`src/include/rtcr_pkg.sv`:
```
// constants, register map and encodings of the transmit and receive configuration bank
package rtcr_pkg;

   // ***************************************************************
   // register map
   // ***************************************************************
   localparam int             ADDR_W   = 6;      // register address width
   localparam int             DATA_W   = 8;      // register data width
   localparam int             NUM_REGS = 7;      // registers in the bank
   localparam int             IDX_COND = 0;      // driver conductance slot
   localparam int             IDX_FIXA = 1;      // fixed setting a slot
   localparam int             IDX_RATE = 2;      // encoder rate slot
   localparam int             IDX_MODW = 3;      // pulse width slot
   localparam int             IDX_FIXB = 4;      // fixed setting b slot
   localparam int             IDX_FIXC = 5;      // fixed setting c slot
   localparam int             IDX_RXC1 = 6;      // receiver control one slot
   localparam logic [5:0]     REG_OFS [NUM_REGS] = '{6'h12, 6'h13, 6'h14, 6'h15,
                                                     6'h16, 6'h17, 6'h19};
   localparam logic [7:0]     REG_RST [NUM_REGS] = '{8'h3f, 8'h3f, 8'h19, 8'h13,
                                                     8'h00, 8'h00, 8'h73};
   localparam logic [7:0]     UNMAPPED_RD = 8'h00; // read value of holes

   // ***************************************************************
   // field positions
   // ***************************************************************
   localparam int             COND_LSB = 0;      // conductance field 5..0
   localparam int             RATE_LSB = 3;      // encoder rate field 5..3
   localparam int             SUBC_LSB = 5;      // subcarrier field 7..5
   localparam int             LPF_BIT  = 2;      // low-pass bypass bit
   localparam int             GAIN_LSB = 0;      // gain field 1..0

   // ***************************************************************
   // encodings
   // ***************************************************************
   localparam logic [2:0]     RATE_848  = 3'h0;  // fastest encoder rate
   localparam logic [2:0]     RATE_424  = 3'h1;
   localparam logic [2:0]     RATE_212  = 3'h2;
   localparam logic [2:0]     RATE_106  = 3'h3;  // proximity standard rate
   localparam logic [11:0]    KBD_848   = 12'h350;
   localparam logic [11:0]    KBD_424   = 12'h1a8;
   localparam logic [11:0]    KBD_212   = 12'h0d4;
   localparam logic [11:0]    KBD_106   = 12'h06a;
   localparam logic [2:0]     SUBC_MAX  = 3'h4;  // highest legal pulse code
   localparam logic [5:0]     GAIN_DB [4] = '{6'h14, 6'h18, 6'h1f, 6'h23};
   localparam logic [9:0]     MOD_SCALE = 10'h002; // periods per width step

endpackage : rtcr_pkg

```
`src/rtl/rtcr_mod_pulse.sv`:
```
// modulation pulse timer, pulse length twice the width value plus two
`timescale 1ns/1ps
`default_nettype none

module rtcr_mod_pulse
   import rtcr_pkg::*;
(
   input  wire logic       ref_clk_in,        // system clock
   input  wire logic       rst_n_in,          // synchronous reset, low
   input  wire logic       start_in,          // request one pulse
   input  wire logic [7:0] width_in,          // pulse width value
   output logic            pulse_out          // modulation pulse
);

   typedef enum logic [0:0] {
      MP_IDLE   = 1'b0,                       // waiting for a request
      MP_ACTIVE = 1'b1                        // pulse in progress
   } rtcr_mp_e;

   typedef struct packed {
      rtcr_mp_e   state;                      // timer state
      logic [8:0] remain;                     // cycles left minus one
      logic [7:0] width_lat;                  // width taken at start
      logic [9:0] len;                        // cycles high so far
   } rtcr_mp_s;

   rtcr_mp_s st_reg;                          // present state
   rtcr_mp_s st_next;                         // next state

   always_comb begin
      st_next = st_reg;
      unique case (st_reg.state)
         MP_IDLE: begin
            // a request while busy is ignored, width latched here
            if (start_in) begin
               st_next.state     = MP_ACTIVE;
               st_next.remain    = {width_in, 1'b1};
               st_next.width_lat = width_in;
               st_next.len       = 10'h000;
            end
         end
         MP_ACTIVE: begin
            st_next.len = st_reg.len + 10'h001;
            if (st_reg.remain == 9'h000) begin
               st_next.state = MP_IDLE;
            end else begin
               st_next.remain = st_reg.remain - 9'h001;
            end
         end
      endcase
   end

   // state register
   always_ff @(posedge ref_clk_in) begin
      if (!rst_n_in) begin
         st_reg <= '{MP_IDLE, 9'h000, 8'h00, 10'h000};
      end else begin
         st_reg <= st_next;
      end
   end

   assign pulse_out = (st_reg.state == MP_ACTIVE);
endmodule : rtcr_mod_pulse

`default_nettype wire

```
`src/rtl/rtcr_reg_cell.sv`:
```
// one eight-bit configuration register with its own reset value
`timescale 1ns/1ps
`default_nettype none

module rtcr_reg_cell
   import rtcr_pkg::*;
#(
   parameter logic [7:0] RESET_VAL = 8'h00    // value after reset
) (
   input  wire logic       ref_clk_in,        // system clock
   input  wire logic       rst_n_in,          // synchronous reset, low
   input  wire logic       wr_en_in,          // write this cell
   input  wire logic [7:0] wdata_in,          // write data
   output logic      [7:0] value_out          // stored value
);

   typedef struct packed {
      logic [7:0] value;                      // stored byte
   } rtcr_cell_s;

   rtcr_cell_s st_reg;                        // present state
   rtcr_cell_s st_next;                       // next state

   // load on write, otherwise hold
   always_comb begin
      st_next = st_reg;
      if (wr_en_in) begin
         st_next.value = wdata_in;
      end
   end

   // state register
   always_ff @(posedge ref_clk_in) begin
      if (!rst_n_in) begin
         st_reg.value <= RESET_VAL;
      end else begin
         st_reg <= st_next;
      end
   end

   assign value_out = st_reg.value;

endmodule : rtcr_reg_cell

`default_nettype wire

```
`src/rtl/rtcr_top.sv`:
```
// transmit and receive configuration register bank with its decoded outputs
//
// Added by the designer: the plain strobed port.
`timescale 1ns/1ps
`default_nettype none

module rtcr_top
   import rtcr_pkg::*;
(
   input  wire logic              ref_clk_in,   // system clock
   input  wire logic              rst_n_in,     // synchronous reset, low
   input  wire logic [ADDR_W-1:0] reg_addr_in,  // register address
   input  wire logic [7:0]        reg_wdata_in, // write data
   input  wire logic              reg_wr_in,    // write strobe
   input  wire logic              reg_rd_in,    // read strobe
   output logic      [7:0]        reg_rdata_out,  // read data, cycle after
   input  wire logic              mod_start_in, // request modulation pulse
   output logic                   mod_pulse_out,  // modulation pulse
   output logic      [5:0]        driver_conductance_setting_out, // drive
   output logic      [2:0]        encoder_bit_rate_out,       // rate code
   output logic      [11:0]       encoder_rate_kbd_out,       // rate kBd
   output logic                   encoder_rate_reserved_out,  // bad code
   output logic      [7:0]        mod_pulse_width_count_out,  // width
   output logic      [2:0]        subcarrier_pulse_count_out, // code
   output logic      [4:0]        subcarrier_pulses_out,      // per bit
   output logic                   subcarrier_reserved_out,    // bad code
   output logic                   lowpass_bypass_out,         // filter off
   output logic      [1:0]        rx_gain_code_out,           // gain code
   output logic      [5:0]        rx_gain_db_out              // gain in dB
);

   // ***************************************************************
   // state of the decode and read path
   // ***************************************************************
   typedef struct packed {
      logic [7:0]  rd_data;                   // read answer
      logic [11:0] rate_kbd;                  // decoded encoder rate
      logic        rate_rsvd;                 // reserved rate code seen
      logic [4:0]  subc_num;                  // decoded pulses per bit
      logic        subc_rsvd;                 // reserved pulse code seen
      logic [5:0]  gain_db;                   // decoded gain
   } rtcr_top_s;

   rtcr_top_s  st_reg;                        // present state
   rtcr_top_s  st_next;                       // next state
   logic [7:0] reg_val [NUM_REGS];            // stored register values
   logic       reg_hit [NUM_REGS];            // address matches slot
   logic       rd_hit;                        // read address is mapped
   logic [7:0] rd_mux;                        // value at read address

   // ***************************************************************
   // register cells
   // ***************************************************************
   // each cell reloads its own reset value
   // one cell per register, plain storage
   for (genvar gi = 0; gi < NUM_REGS; gi++) begin : g_cell
      assign reg_hit[gi] = (reg_addr_in == REG_OFS[gi]);
      rtcr_reg_cell #(
         .RESET_VAL (REG_RST[gi])
      ) u_cell (
         .ref_clk_in (ref_clk_in),
         .rst_n_in   (rst_n_in),
         .wr_en_in   (reg_wr_in && reg_hit[gi]),
         .wdata_in   (reg_wdata_in),
         .value_out  (reg_val[gi])
      );
   end

   // ***************************************************************
   // read selection
   // ***************************************************************
   // pick the addressed value, holes read zero
   always_comb begin
      rd_hit = 1'b0;
      rd_mux = UNMAPPED_RD;
      for (int i = 0; i < NUM_REGS; i++) begin
         if (reg_hit[i]) begin
            rd_hit = 1'b1;
            rd_mux = reg_val[i];
         end
      end
   end

   // ***************************************************************
   // next state
   // ***************************************************************
   always_comb begin
      st_next = st_reg;
      // read data stands only in the cycle after the strobe
      st_next.rd_data = reg_rd_in ? rd_mux : UNMAPPED_RD;

      st_next.rate_rsvd = 1'b0;
      unique case (reg_val[IDX_RATE][RATE_LSB +: 3])
         RATE_848: st_next.rate_kbd = KBD_848;
         RATE_424: st_next.rate_kbd = KBD_424;
         RATE_212: st_next.rate_kbd = KBD_212;
         RATE_106: st_next.rate_kbd = KBD_106;
         default: begin
            // reserved codes, no rate offered
            st_next.rate_kbd  = 12'h000;
            st_next.rate_rsvd = 1'b1;
         end
      endcase

      // pulses per bit are a power of two
      if (reg_val[IDX_RXC1][SUBC_LSB +: 3] <= SUBC_MAX) begin
         st_next.subc_num  = 5'h01 << reg_val[IDX_RXC1][SUBC_LSB +: 3];
         st_next.subc_rsvd = 1'b0;
      end else begin
         // reserved codes, no count offered
         st_next.subc_num  = 5'h00;
         st_next.subc_rsvd = 1'b1;
      end

      st_next.gain_db = GAIN_DB[reg_val[IDX_RXC1][GAIN_LSB +: 2]];
   end

   // ***************************************************************
   // state register
   // ***************************************************************
   always_ff @(posedge ref_clk_in) begin
      if (!rst_n_in) begin
         st_reg <= '{UNMAPPED_RD, KBD_106, 1'b0, 5'h08, 1'b0, 6'h23};
      end else begin
         st_reg <= st_next;
      end
   end

   // ***************************************************************
   // modulation pulse timer
   // ***************************************************************
   // pulse length from the width register
   rtcr_mod_pulse u_mod_pulse (
      .ref_clk_in (ref_clk_in),
      .rst_n_in   (rst_n_in),
      .start_in   (mod_start_in),
      .width_in   (reg_val[IDX_MODW]),
      .pulse_out  (mod_pulse_out)
   );

   // ***************************************************************
   // outputs
   // ***************************************************************
   assign reg_rdata_out = st_reg.rd_data;

   assign driver_conductance_setting_out = reg_val[IDX_COND][COND_LSB +: 6];

   // raw rate code and its decode
   assign encoder_bit_rate_out      = reg_val[IDX_RATE][RATE_LSB +: 3];
   assign encoder_rate_kbd_out      = st_reg.rate_kbd;
   assign encoder_rate_reserved_out = st_reg.rate_rsvd;

   assign mod_pulse_width_count_out = reg_val[IDX_MODW];

   assign subcarrier_pulse_count_out = reg_val[IDX_RXC1][SUBC_LSB +: 3];
   assign subcarrier_pulses_out      = st_reg.subc_num;
   assign subcarrier_reserved_out    = st_reg.subc_rsvd;

   // bypass bit drives the filter control
   assign lowpass_bypass_out = reg_val[IDX_RXC1][LPF_BIT];

   // gain code and its decibel value
   assign rx_gain_code_out = reg_val[IDX_RXC1][GAIN_LSB +: 2];
   assign rx_gain_db_out   = st_reg.gain_db;
endmodule : rtcr_top

`default_nettype wire

```
`config.mk`:
```
export PLATFORM = sky130hd
export DESIGN_NAME = rtcr_top
export DESIGN_NICKNAME = d
export VERILOG_FILES = /design/src/include/rtcr_pkg.sv /design/src/rtl/rtcr_mod_pulse.sv /design/src/rtl/rtcr_reg_cell.sv /design/src/rtl/rtcr_top.sv
export SDC_FILE = /design/constraint.sdc
export NUM_CORES = 1
export LEC_CHECK = 0
export BUFFER_PORTS_ARGS = -buffer_cell sky130_fd_sc_hd__buf_2
export CAP_MARGIN = 20
export CORE_MARGIN = 5
export CORE_UTILIZATION = 56
export DETAILED_ROUTE_END_ITERATION = 12
export PLACE_DENSITY = 0.8
export SYNTH_ARGS = -nofsm -noshare
export SYNTH_HDL_FRONTEND = slang
export SYNTH_SLANG_ARGS = --single-unit
export TNS_END_PERCENT = 100
```
`constraint.sdc`:
```
create_clock -name ref_clk_in -period 2 [get_ports ref_clk_in]
set_input_delay 0.4 -clock ref_clk_in [delete_from_list [all_inputs] [get_ports ref_clk_in]]
set_output_delay 0.4 -clock ref_clk_in [all_outputs]
set_load 0.005 [all_outputs]
```
-- Word-level counts from Yosys, hierarchy flattened
Cells that the tools add are included.
- memory bits (writable): 0
- flip-flop bits (word level): 107
- output and inout port bits: 57
- memories kept: 0
- logic and storage cells: 66
- memory bits (read-only): 0
- bits of input ports: 19
- latch bits: 0
- eq/ne operators: 12
- multiplexer cells: 17
- $add $sub $neg: 1
- magnitude comparators: 2
- shift operators: 1
- $mul: 0
- divide/modulo/power cells: 0
- reduce and logical (&&, ||, !) cells: 14
- bitwise logic cells: 2
- operators with widths (kind ; count):
    $mux W8 ; 7
    $eq A6 B5 Y1 const B ; 7
    $pmux W10 S4 ; 1
    $mux W28 ; 1
    $pmux W10 S2 ; 1
    $bmux W6 S2 ; 1
    $mux W6 ; 2
    $logic_not A9 Y1 ; 1
    $mux W9 ; 1
    $sub A9 B1 Y9 const B ; 1
    $reduce_and A2 Y1 ; 4
    $logic_and A1 B1 Y1 ; 7
    $eq A3 B2 Y1 const B ; 2
    $mux W5 ; 1
    $shl A1 B3 Y5 const A ; 1
    $ne A2 B2 Y1 const B ; 2
    $reduce_or A4 Y1 ; 1
    $eq A3 B1 Y1 const B ; 1
    $ge A3 B3 Y1 const B ; 1
    $le A3 B3 Y1 const B ; 1
    $logic_not A3 Y1 ; 1
    $not A2 Y3 ; 1
    $mux W1 ; 2
    $not A1 Y1 ; 1

-- Logic depth before layout (Yosys ltp)
Gate-level depths: netlist (run 1).
- word-level depth: 8
- depth in mapped cells: 7
- depth with buffers taken out: 6

-- Modules after synthesis
Synthesis (run 1) repeated with hierarchy kept, for this count alone.
- cell total of the unflattened synthesis: 411
- area total of the unflattened synthesis: 4122.7 sq um
- modules (own cells, without submodules) (module ; cells each ; area an instance (sq um) ; sequential area each (sq um) ; times used):
    rtcr_top ; 165 ; 1486.4 ; 560.5 ; 1
    rtcr_reg_cell (g_cell[4].u_cell ...) ; 25 ; 301.5 ; 160.2 ; 2
    rtcr_reg_cell (g_cell[2].u_cell ...) ; 25 ; 294.0 ; 160.2 ; 2
    rtcr_mod_pulse ; 71 ; 583.1 ; 200.2 ; 1
    rtcr_reg_cell (g_cell[0].u_cell ...) ; 25 ; 286.5 ; 160.2 ; 2
    rtcr_reg_cell (g_cell[6].u_cell) ; 25 ; 289.0 ; 160.2 ; 1

-- Worst setup path before layout (run 1)
Ideal clock, no wire load.
- path kind: input-to-reg
- from: input reg_addr_in[0]
- to: register st_reg, in the netlist reg_rdata_out[0]
- library setup time: 0.122 ns
- path buffers: 2
- arrival: 1.442 ns
- required time: 1.878 ns
- path slack: 0.436 ns
- stages on the path: 6
- path through: buf_2 > buf_2 > mux2_2 > a32o_1 > nand2_1 > a31oi_1
- longest elaborated chain between the ends: 8
- elaborated cells on any way between the ends: 14
- RTL lines (element ; line ; RTL):
    from (decl) ; rtcr_top.sv:12 ; input wire logic [ADDR_W-1:0] reg_addr_in,
    $eq A6 B5 Y1 ; rtcr_top.sv:57 ; assign reg_hit[gi] = (reg_addr_in == REG_OFS[gi]);
    $mux W8 (6 in a row) ; rtcr_top.sv:77 ; if (reg_hit[i]) begin
    $mux W8 * ; rtcr_top.sv:77 ;
    to (signal assigned) ; rtcr_top.sv:123 ; st_reg <= '{UNMAPPED_RD, KBD_106, 1'b0, 5'h08, 1'b0, 6'h23};
    to (signal assigned) ; rtcr_top.sv:125 ; st_reg <= st_next;
    to (decl) ; rtcr_top.sv:44 ; rtcr_top_s st_reg;
Every way passes the cells marked *; elsewhere a longest branch is shown, timed or not.
A chain may end at the register's enable or synchronous reset.

-- Worst setup path in the final report (run 1)
- from: register u_mod_pulse.st_reg[18] (netlist bit)
- to: register u_mod_pulse.st_reg[26] (netlist bit)
- longest elaborated chain between the ends: 3
- elaborated cells on any way between the ends: 6
- RTL lines (element ; line ; RTL):
    from (decl) ; rtcr_mod_pulse.sv:27 ; rtcr_mp_s st_reg;
    from (signal assigned) ; rtcr_mod_pulse.sv:56 ; st_reg <= '{MP_IDLE, 9'h000, 8'h00, 10'h000};
    from (signal assigned) ; rtcr_mod_pulse.sv:58 ; st_reg <= st_next;
    $sub A9 B1 Y9 / $logic_not A9 Y1 (equally long branches) ; rtcr_mod_pulse.sv:47, rtcr_mod_pulse.sv:44 ;
    $mux W9 / $ne A2 B2 Y1 (equally long branches) ; - ;
    $pmux W10 S2 / $reduce_and A2 Y1 (equally long branches) ; - ;
Several ways; a longest one is shown, not always the timed one. The select of a mux whose other input is x is not followed.

==> metrics, run 1 <==
fin nets 551; number of library cell types mapped by synthesis 54; Routed Wire Length about 10 mm; Post-synth EDFFs 0; Syn Std Cell Area between 4000 and 5000 um2; Critical-path top delay cell nor4b_2; First DRT Iteration DRCs 283; sequential share of the synthesized area a little over two fifths; max-slew violations 0; Initial Util a little under three fifths; clk root buf clkbuf_8; Yosys warning total 0; Final ANT Viol Nets 0; DIE WIDTH 97.6 um; placed cell areas 4640 um2; combinational share of power 10.3%; Die Y between 90 and 100 um; dpl hpwl 7.43 mm; final hold viol count 0; cell area power density 724 nW/um2; Via density 5.75; CP Depth 6; Clk Latency, worst-skew pair about 0.37 ns; GRT Util Overall 22.0%; # diodes 0; cell breakdown of the critical path inv_1, ha_1, nor4b_2, nand2_1, or3b_1, a31oi_1; PortBufs 72; share of layout cells above drive strength 1 24.2%; RSZ-0062 raised after global routing no; GRT Residual Overflow 0; Syn-to-layout area delta 12.4%; vias in the first global route 3255; Final Critical Period 1.79 ns; max reg flops 56; Peak VDD IR about 0.42 mV; max_slew headroom around 65%; slowest stage delay, CP roughly 0.42 ns; clock group share of total power 34.4%; maxcap violations 0; Min-Delay Path Depth 3; leak pwr 1.98 nW; DR WL/cell 16.5 um; R2R Setup Slk 0.21 ns; Core Box Area approximately 7600 um2; status completed; FF+latch count, synth 94; switch share ~28%; Critical Path Fanout Max 5; Startpoint Class register; syn avg cell area about 9.1 um2; clock skew 0.00846 ns; DRC Markers 0; GPL Wtd Cong 0.904; DR vias ~3.6k; Int Pwr 0.00252 W; R2R depth 6; Yosys top cell by area dfxtp_1; final instance area 4830 um2; async set or reset register ratio after synthesis 0%; hold buffer count at cts 0; required time worst endpoint 2.30 ns; largest net degree at the start of global routing 41; final setup fails 0; Fillers 659; first-pass GRT wire length 16.9 mm; Storage cell area between 1500 and 2000 um2; Pre-antenna DRT Iters 5; Core Rows 32; area occupied by multi-input gates 2100 um2; fin crit share between 80% and 90%; Worst Setup End Kind register; Post-CTS Setup Repair Bufs 0; post-synth top area share 43.8%; Worst-path clk slew about 0.090 ns; Setup CP Type register to register; Syn Inst Count 475; Worst Path Buf+Inv 1; Psw 0.000981 W; worst min path class input pin to register; Sink Count 94; family with the most delay on the worst path simple AND/OR/NAND/NOR gates; CTS tree built; final setup TNS 0 ns; Seq pwr share 55.3%; post-cts resize count 0; DIE AREA 9530 um2; top cells by area, synth dfxtp_1, mux2i_1, nand2_1; Highest Clock Rate between 0.5 and 0.6 GHz; worst slew pin tran between 0.5 and 0.6 ns; Num CTS Buffers 9; H-tree depth 3; Post-synth top flop dfxtp_1; CP arrival 2.09 ns; worst-case clock buffer depth 2; Ports 76; number of antenna violations at the first check in global routing 0
synthesized netlist by cell type (all sizes together), types with 2 or more instances:
cell and number:
a211oi 10, a21oi 35, a22o 2, a31oi 5, a32o 8, and2 4
and3 3, buf 37, clkbuf 14, dfxtp 94, ha 4, inv 8
mux2 9, mux2i 40, nand2 61, nand2b 5, nand3 26, nand3b 15
nand4 3, nor2 28, nor2b 3, nor3 9, nor3b 4, nor4b 2
o21a 2, o21ai 28
kinds of logic after synthesis:
family	after synthesis	share of synthesized area [%]
AOI/OAI and AO/OA	97	13.9
xor gates and xnor gates	1	0.204
adders and majority gates	4	1.16
buffers and inverters	59	7.51
DFF	94	43.8
muxes	49	11.7
other	1	0.0872
and+or+nand+nor	170	21.7
stage by stage:
step	hold slack (ns)	std cells	worst slack (ns)	utilization (%)	total power, W
after detailed placement	0.446	619	0.205	61.1	0.00233
after global placement	0.443	619	0.220	61.1	0.00232
after global routing	0.351	635	0.0462	63.5	0.00364
after floorplan	0.433	477	0.436	-	0.00221
after CTS	0.335	635	0.231	63.5	0.00352
final	0.359	635	0.211	63.5	0.00350
per-layer routing:
layer  up-vias  GRT usage, %  wire length [um]
li1       1762             -                 -
met1      1699          31.0              4710
met2       173          34.0              4740
met3        15          4.88               881
met4         0          5.86               155
met5         -             0                 0
cells in the final DEF (no fill, tap or decap), types with 9 or more instances in the layout:
cell and instances:
buf_2 72, nand3b_1 14, a21oi_1 35, mux2i_1 40, mux2_2 9, buf_4 19
nand3_1 25, clkbuf_8 9, nor3_1 9, nand2_1 61, dfxtp_1 94, nor2_1 26
a211oi_1 9, o21ai_0 28
final cells by class:
type,instances,area share (%)
Multi-Input combinational cell,324,43.5
Sequential cell,94,38.9
Timing Repair Buffer,91,10.4
Tap cell,102,2.64
Clock buffer,9,2.56
Clock inverter,7,1.35
Inverter,8,0.621
tightest hold or removal path, stage by stage:
cell	delay [ns]
buf_2	0.16
nand2_1	0.07
a21oi_1	0.05
path summary, 6_finish.rpt:
check / end / from
max reg2reg: u_mod_pulse.st_reg[26] / u_mod_pulse.st_reg[18]
max: u_mod_pulse.st_reg[26] / u_mod_pulse.st_reg[18]
min reg2reg: g_cell[6].u_cell.value_out[3] / g_cell[6].u_cell.value_out[3]
min: g_cell[4].u_cell.value_out[2] / reg_wdata_in[2]
power by group through the flow:
stage | logic (W) | registers, W | clock network (W)
after detailed placement | 0.000353 | 0.00198 | 0
after global placement | 0.000343 | 0.00198 | 0
after CTS | 0.000355 | 0.00193 | 0.00124
after floorplan | 0.000245 | 0.00197 | 0
final | 0.000360 | 0.00193 | 0.00120
after global routing | 0.000391 | 0.00194 | 0.00131
Note: power is estimated with default switching activity, not from simulation.
==> run 2, diff against run 1 <==
ABC_AREA = 1   (was unset)
CORE_UTILIZATION = 55   (was 56)
PLACE_DENSITY = 0.79   (was 0.8)
==> run 2 against run 1 <==
  * Count of clock-buffer cells in the layout is 4 higher
  * Fmax is 16% higher
  * Global-route usage increased by 0.080 points
  * Highest routed layer unchanged
  * Worst hold slack gained 0.0059 ns
  * Critical path type unchanged
  * Routed wire length up 0.45%
  * Register-to-register slack better by 0.25 ns
  * Via count increased by 7.2%
  * Largest cell class is now flip-flops and latches
  * Die area hardly changed
  * Synthesized cell count grew 20%
==> metrics, run 2 <==
status completed; dpl hpwl 7.79 mm (+4.8%); Syn-to-layout area delta 11.9%; vias in the first global route 3482 (+7.0%); leak pwr 2.30 nW (+17%); post-place setup slack 0.341 ns (+0.136 ns); clock group share of total power 33.3% (-1.1 points); Initial Util 55.5% (-1.1 points); Core Box Area 7610 um2 (unchanged); Ports 76 (unchanged); share of layout cells above drive strength 1 19.7% (-4.5 points); PortBufs 72 (unchanged); First DRT Iteration DRCs 310 (+9.5%); Psw 0.000916 W (-6.6%); first-pass GRT wire length 17.2 mm (+1.8%); DIE AREA 9520 um2 (about the same); sequential share of the synthesized area 44.6% (+0.83 points); worst-case clock buffer depth 2 (unchanged); Post-CTS Setup Repair Bufs 0 (unchanged); Peak VDD IR 0.340 mV (-18%); required time worst endpoint 2.25 ns (-0.05 ns); area occupied by multi-input gates 1810 um2 (-14%); Clk Latency, worst-skew pair 0.36 ns (about the same); Yosys warning total 0 (unchanged); Post-synth top flop dfxtp_1; GRT Util Overall 22.1% (+0.080 points); worst min path class input pin to register; combinational share of power 10.8% (+0.5 points); Routed Wire Length 10.5 mm (+0.45%); H-tree depth 3 (unchanged); max_slew headroom 65.3% (+0.75 points); DRC Markers 0 (unchanged); final setup fails 0 (unchanged); Highest Clock Rate 0.650 GHz (+16%); DIE WIDTH 97.6 um (about the same); max-slew violations 0 (unchanged); RSZ-0062 raised after global routing no; final hold viol count 0 (unchanged); Final Critical Period 1.54 ns (-0.250 ns); number of library cell types mapped by synthesis 32 (-41%); clk root buf clkbuf_8; number of antenna violations at the first check in global routing 0 (unchanged); Die Y 97.6 um (about the same); most frequent cell after synthesis nand2_1; DR vias 3912 (+7.2%); post-synth top area share 44.6% (+0.83 points); cell area power density 730 nW/um2 (+0.91%); fin crit share 77.0% (-13 points); CTS tree built; hold buffer count at cts 0 (unchanged); Core Rows 32 (unchanged); Syn Std Cell Area 4220 um2 (-1.9%); most frequent cells in the layout nand2_1, dfxtp_1, buf_2; worst slew pin tran 0.519 ns (-0.0113 ns); placed cell areas 4550 um2 (-2.1%); Sink Count 94 (unchanged); # diodes 0 (unchanged); Syn Inst Count 571 (+20%); Yosys top cell by area dfxtp_1; most common cell after layout, fill and taps aside nand2_1; Pre-antenna DRT Iters 5 (unchanged); clock skew 0.00776 ns (-0.000695 ns); maxcap violations 0 (unchanged); Int Pwr 0.00253 W (+0.59%); Via density 5.32 (-7.4%); Critical Path Fanout Max 10 (+5); Seq pwr share 55.9% (+0.6 points); GRT Residual Overflow 0 (unchanged); DR WL/cell 14.3 um (-13%); most frequent cells after synthesis nand2_1, dfxtp_1, inv_1; Worst-path clk slew 0.09 ns (about the same); FF+latch count, synth 94 (unchanged); Post-synth EDFFs 0 (unchanged); Startpoint Class register; post-cts resize count 0 (unchanged); Worst Setup End Kind register; Storage cell area 1880 um2 (unchanged); max reg flops 56 (unchanged); top cells by area, synth dfxtp_1, nand2_1, inv_1; GPL Wtd Cong 0.893 (-1.3%); largest net degree at the start of global routing 29 (-29%); final instance area 4720 um2 (-2.3%); Num CTS Buffers 9 (unchanged); Final ANT Viol Nets 0 (unchanged); final setup TNS 0 ns (unchanged); Fillers 742 (+13%); crit path setup slack, layout 0.461 ns (+0.250 ns); hold_ws 0.365 ns (+0.00592 ns); CP arrival 1.79 ns (-0.30 ns); Setup CP Type register to register; fin nets 652 (+18%); syn avg cell area 7.39 um2 (-18%); async set or reset register ratio after synthesis 0% (unchanged); switch share 26.6% (-1.5 points)
==> run 2: cell types whose count changed after synthesis, moves of 16 or more <==
cell	previous run	this run
nor2_1	26	53
inv_1	8	66
nand4_1	2	18
nand2_1	61	118
mux2i_1	40	0
nand3_1	25	44
==> run 2: worst paths after layout <==
kind                                       from                       endpoint  depth (start not counted)  slack (ns)
setup / recovery         u_mod_pulse.st_reg[18]         u_mod_pulse.st_reg[24]                         11        0.46
hold / removal                  reg_wdata_in[2]  g_cell[4].u_cell.value_out[2]                          3        0.36
setup reg to reg         u_mod_pulse.st_reg[18]         u_mod_pulse.st_reg[24]                         11        0.46
hold reg to reg   g_cell[5].u_cell.value_out[0]  g_cell[5].u_cell.value_out[0]                          2        0.45
==> run 2: cells by family (layout without fill, tap and decap cells) <==
group / Yosys count / count (layout) / synth area share, %
compound gates: 101 / 101 / 12.8
xor+xnor: 1 / 1 / 0.208
fa+ha+maj: 4 / 4 / 1.19
buf+inv: 114 / 174 / 12.6
flops: 94 / 94 / 44.6
other cells: 1 / 3 / 0.0889
simple gates: 256 / 256 / 28.5
==> run 2: cell type report <==
| type | instances | share of cell area [%] |
|---|---|---|
| clock buffer | 13 | 3.37 |
| clock inverter | 2 | 0.371 |
| timing repair buffer | 81 | 9.06 |
| inverter | 78 | 6.28 |
| multi-input combinational | 365 | 38.4 |
| tap | 102 | 2.70 |
| sequential | 94 | 39.9 |
==> run 2: metrics by stage <==
step / power [W] / util (%) / instances
3_3_place_gp: 0.00233 / 59.8 / 720
6_report: 0.00345 / 62.1 / 735
3_5_place_dp: 0.00234 / 59.8 / 720
5_1_grt: 0.00360 / 62.1 / 735
4_1_cts: 0.00345 / 62.1 / 735
2_1_floorplan: 0.00222 / - / 573
==> run 2: per-layer routing <==
metal	GRT usage [%]	routed length, um	up-vias
li1	-	-	1939
met1	30.9	4660	1778
met2	34.9	4830	178
met3	4.38	860	17
met4	5.43	171	0
met5	0	0	-
==> run 2: power by group through the flow <==
| stage | sequential [W] | clock [W] | combinational, W |
|---|---|---|---|
| floorplan | 0.00197 | 0 | 0.000250 |
| finish | 0.00193 | 0.00115 | 0.000373 |
| detailed placement | 0.00197 | 0 | 0.000366 |
| global route | 0.00193 | 0.00126 | 0.000414 |
| CTS | 0.00193 | 0.00116 | 0.000368 |
| global placement | 0.00197 | 0 | 0.000361 |
==> run 2: worst max-delay path, stage by stage, from the launching register on <==
cell and delay (ns):
dfxtp_1 0.32, inv_1 0.13, ha_1 0.18, nand2_1 0.05
nor2_1 0.09, nand2_1 0.06, nand2_1 0.16, nand2_4 0.13
inv_2 0.12, nor2_4 0.05, nand3_1 0.08, nand2_1 0.05
==> run 3, diff against run 2 <==
CORE_UTILIZATION = 50   (was 55)
PLACE_DENSITY = 0.76   (was 0.79)
clock period = 1.2 ns   (was 2 ns; I/O delays follow)
==> run 3 against run 2 <==
  * The run now ends with setup timing left
  * Fmax up 18%
  * Non-clock buffer count increased by 32
  * Clock power grew 90%
  * Sequential cell count did not move
  * Core utilization rose by 1.0 points
==> metrics, run 3 (same netlist as run 2, synthesis figures left out) <==
Routed Wire Length 11.5 mm (+9.4%); fin crit share 108% (+32 points); combinational share of power 14.4% (+3.6 points); hold_ws 0.166 ns (-0.199 ns); First DRT Iteration DRCs 282 (-9.0%); Pre-antenna DRT Iters 4 (-1); clk root buf clkbuf_8; most common cell after layout, fill and taps aside nand2_1; vias in the first global route 3635 (+4.4%); Sink Count 94 (unchanged); number of antenna violations at the first check in global routing 0 (unchanged); maxcap violations 0 (unchanged); post-place setup slack -0.233 ns (-0.574 ns); clock skew 0.0156 ns (+0.00779 ns); Num CTS Buffers 9 (unchanged); DIE AREA 10400 um2 (+9.0%); RSZ-0062 raised after global routing yes; DR WL/cell 14.9 um (+4.1%); Syn-to-layout area delta 22.9%; Worst Setup End Kind register; Via density 5.13 (-3.7%); Seq pwr share 51.0% (-4.9 points); Psw 0.00180 W (+96%); most frequent cells in the layout nand2_1, dfxtp_1, buf_2; cell breakdown of the critical path inv_2, ha_4, nand2_4, nor2_4, nand2_2, nand2_4, buf_6, nand3_2, nand2_1, nand2_1, o21ai_1; cell area power density 1220 nW/um2 (+66%); Core Rows 33 (+3.1%); fin nets 685 (+5.1%); H-tree depth 3 (unchanged); leak pwr 2.51 nW (+8.9%); clock group share of total power 34.6% (+1.3 points); Clk Latency, worst-skew pair 0.37 ns (about the same); GRT Residual Overflow 0 (unchanged); largest net degree at the start of global routing 67 (+130%); DR vias 3957 (+1.2%); Die Y 102 um (+4.4%); status finished, violations left; final hold viol count 0 (unchanged); Ports 76 (unchanged); Critical-path top delay cell dfxtp_2; crit path setup slack, layout -0.102 ns (-0.562 ns); Overall Power 0.00630 W (+83%); dpl hpwl 8.46 mm (+8.6%); final instance area 5190 um2 (+9.8%); Fillers 733 (-1.2%); share of layout cells above drive strength 1 28.0% (+8.3 points); Critical Path Fanout Max 4 (-6); GRT Util Overall 22.3% (+0.27 points); GPL Wtd Cong 0.967 (+8.3%); switch share 28.6% (+2.0 points); first-pass GRT wire length 17.8 mm (+3.7%); Peak VDD IR 0.678 mV (+99%); max reg flops 56 (unchanged); Post-Route Utilization 63.1% (+1.0 points); Worst-path clk slew 0.10 ns (about the same); worst-case clock buffer depth 2 (unchanged); Highest Clock Rate 0.768 GHz (+18%); Initial Util 51.3% (-4.1 points); max-slew violations 0 (unchanged); CTS tree built; final setup fails 10 (+10); Final Critical Period 1.30 ns (-0.238 ns); required time worst endpoint 1.51 ns (-0.74 ns); Setup CP Type register to register; Worst Path Buf+Inv 2 (unchanged); PortBufs 72 (unchanged); Final ANT Viol Nets 0 (unchanged); Startpoint Class register; DRC Markers 0 (unchanged); slowest stage delay, CP 0.33 ns (about the same); DIE WIDTH 102 um (+4.4%); Core Box Area 8220 um2 (+8.0%); CP arrival 1.61 ns (-0.18 ns); violated checks setup timing; Int Pwr 0.00450 W (+78%); worst min path class input pin to register; # diodes 0 (unchanged); family with the most delay on the worst path simple AND/OR/NAND/NOR gates; placed cell areas 4870 um2 (+7.2%)
## run 3: cell count changes in the layout (fill, tap and decap cells not counted), moves of 5 or more
cell | previous run | this run
buf_12 | 0 | 5
o21ai_0 | 33 | 26
dfxtp_2 | 0 | 6
dfxtp_1 | 94 | 87
buf_4 | 9 | 35
nor2_1 | 53 | 48
## run 3: area by class of cell
type | instances | area (um2) | area share [%]
clock inverters | 6 | 71.3 | 1.38
repair buffers | 113 | 734 | 14.2
well taps | 105 | 131 | 2.53
clock buffers | 10 | 128 | 2.46
inverters | 78 | 304 | 5.86
multi-input cells | 366 | 1920 | 37.1
flip-flops and latches | 94 | 1890 | 36.5
## run 3: power by group through the flow
stage	clock network, W	logic (W)	registers [W]
after global placement	0	0.000746	0.00328
after detailed placement	0	0.000757	0.00328
after CTS	0.00219	0.000802	0.00321
after global routing	0.00233	0.000986	0.00322
after floorplan	0	0.000433	0.00328
final	0.00218	0.000907	0.00321
## run 3: through the flow
| step | cells | TNS, ns |
|---|---|---|
| floorplan | 573 | -0.0102 |
| global placement | 754 | -6.25 |
| detailed placement | 754 | -8.34 |
| CTS | 772 | -0.659 |
| global route | 772 | -1.27 |
| finish | 772 | -0.645 |
## run 3: timing repair
item / in CTS / in global routing
gates resized for setup: 12 / 25
pin swaps: 4 / 6
gates cloned: 1 / 0
hold buffers: 0 / 0
setup buffers: 1 / 0
setup endpoints to repair: 11 / 13
## run 3: worst reg2reg max path: cells and delay by family, from the launching register on
| family | cells | cell delay, ns |
|---|---|---|
| AOI/OAI and AO/OA | 1 | 0.07 |
| and+or+nand+nor | 7 | 0.47 |
| adders and majority gates | 1 | 0.14 |
| buffers and inverters | 2 | 0.22 |
| DFF | 1 | 0.33 |
## run 3: per-layer routing
layer	track usage, %	part of all wire [%]
met2	36.1	45
met3	4.98	8.1
met5	0	0
met1	29.8	45
met4	7.27	1.7
## run 3: worst paths after layout
| check | from | endpoint | slack [ns] | cells after the start |
|---|---|---|---|---|
| worst max register to register | u_mod_pulse.st_reg[18] | u_mod_pulse.st_reg[26] | -0.10 | 11 |
| worst max-delay path | u_mod_pulse.st_reg[18] | u_mod_pulse.st_reg[26] | -0.10 | 11 |
| worst min-delay path | reg_wdata_in[7] | g_cell[4].u_cell.value_out[7] | 0.17 | 3 |
| worst min register to register | g_cell[5].u_cell.value_out[4] | g_cell[5].u_cell.value_out[4] | 0.46 | 2 |
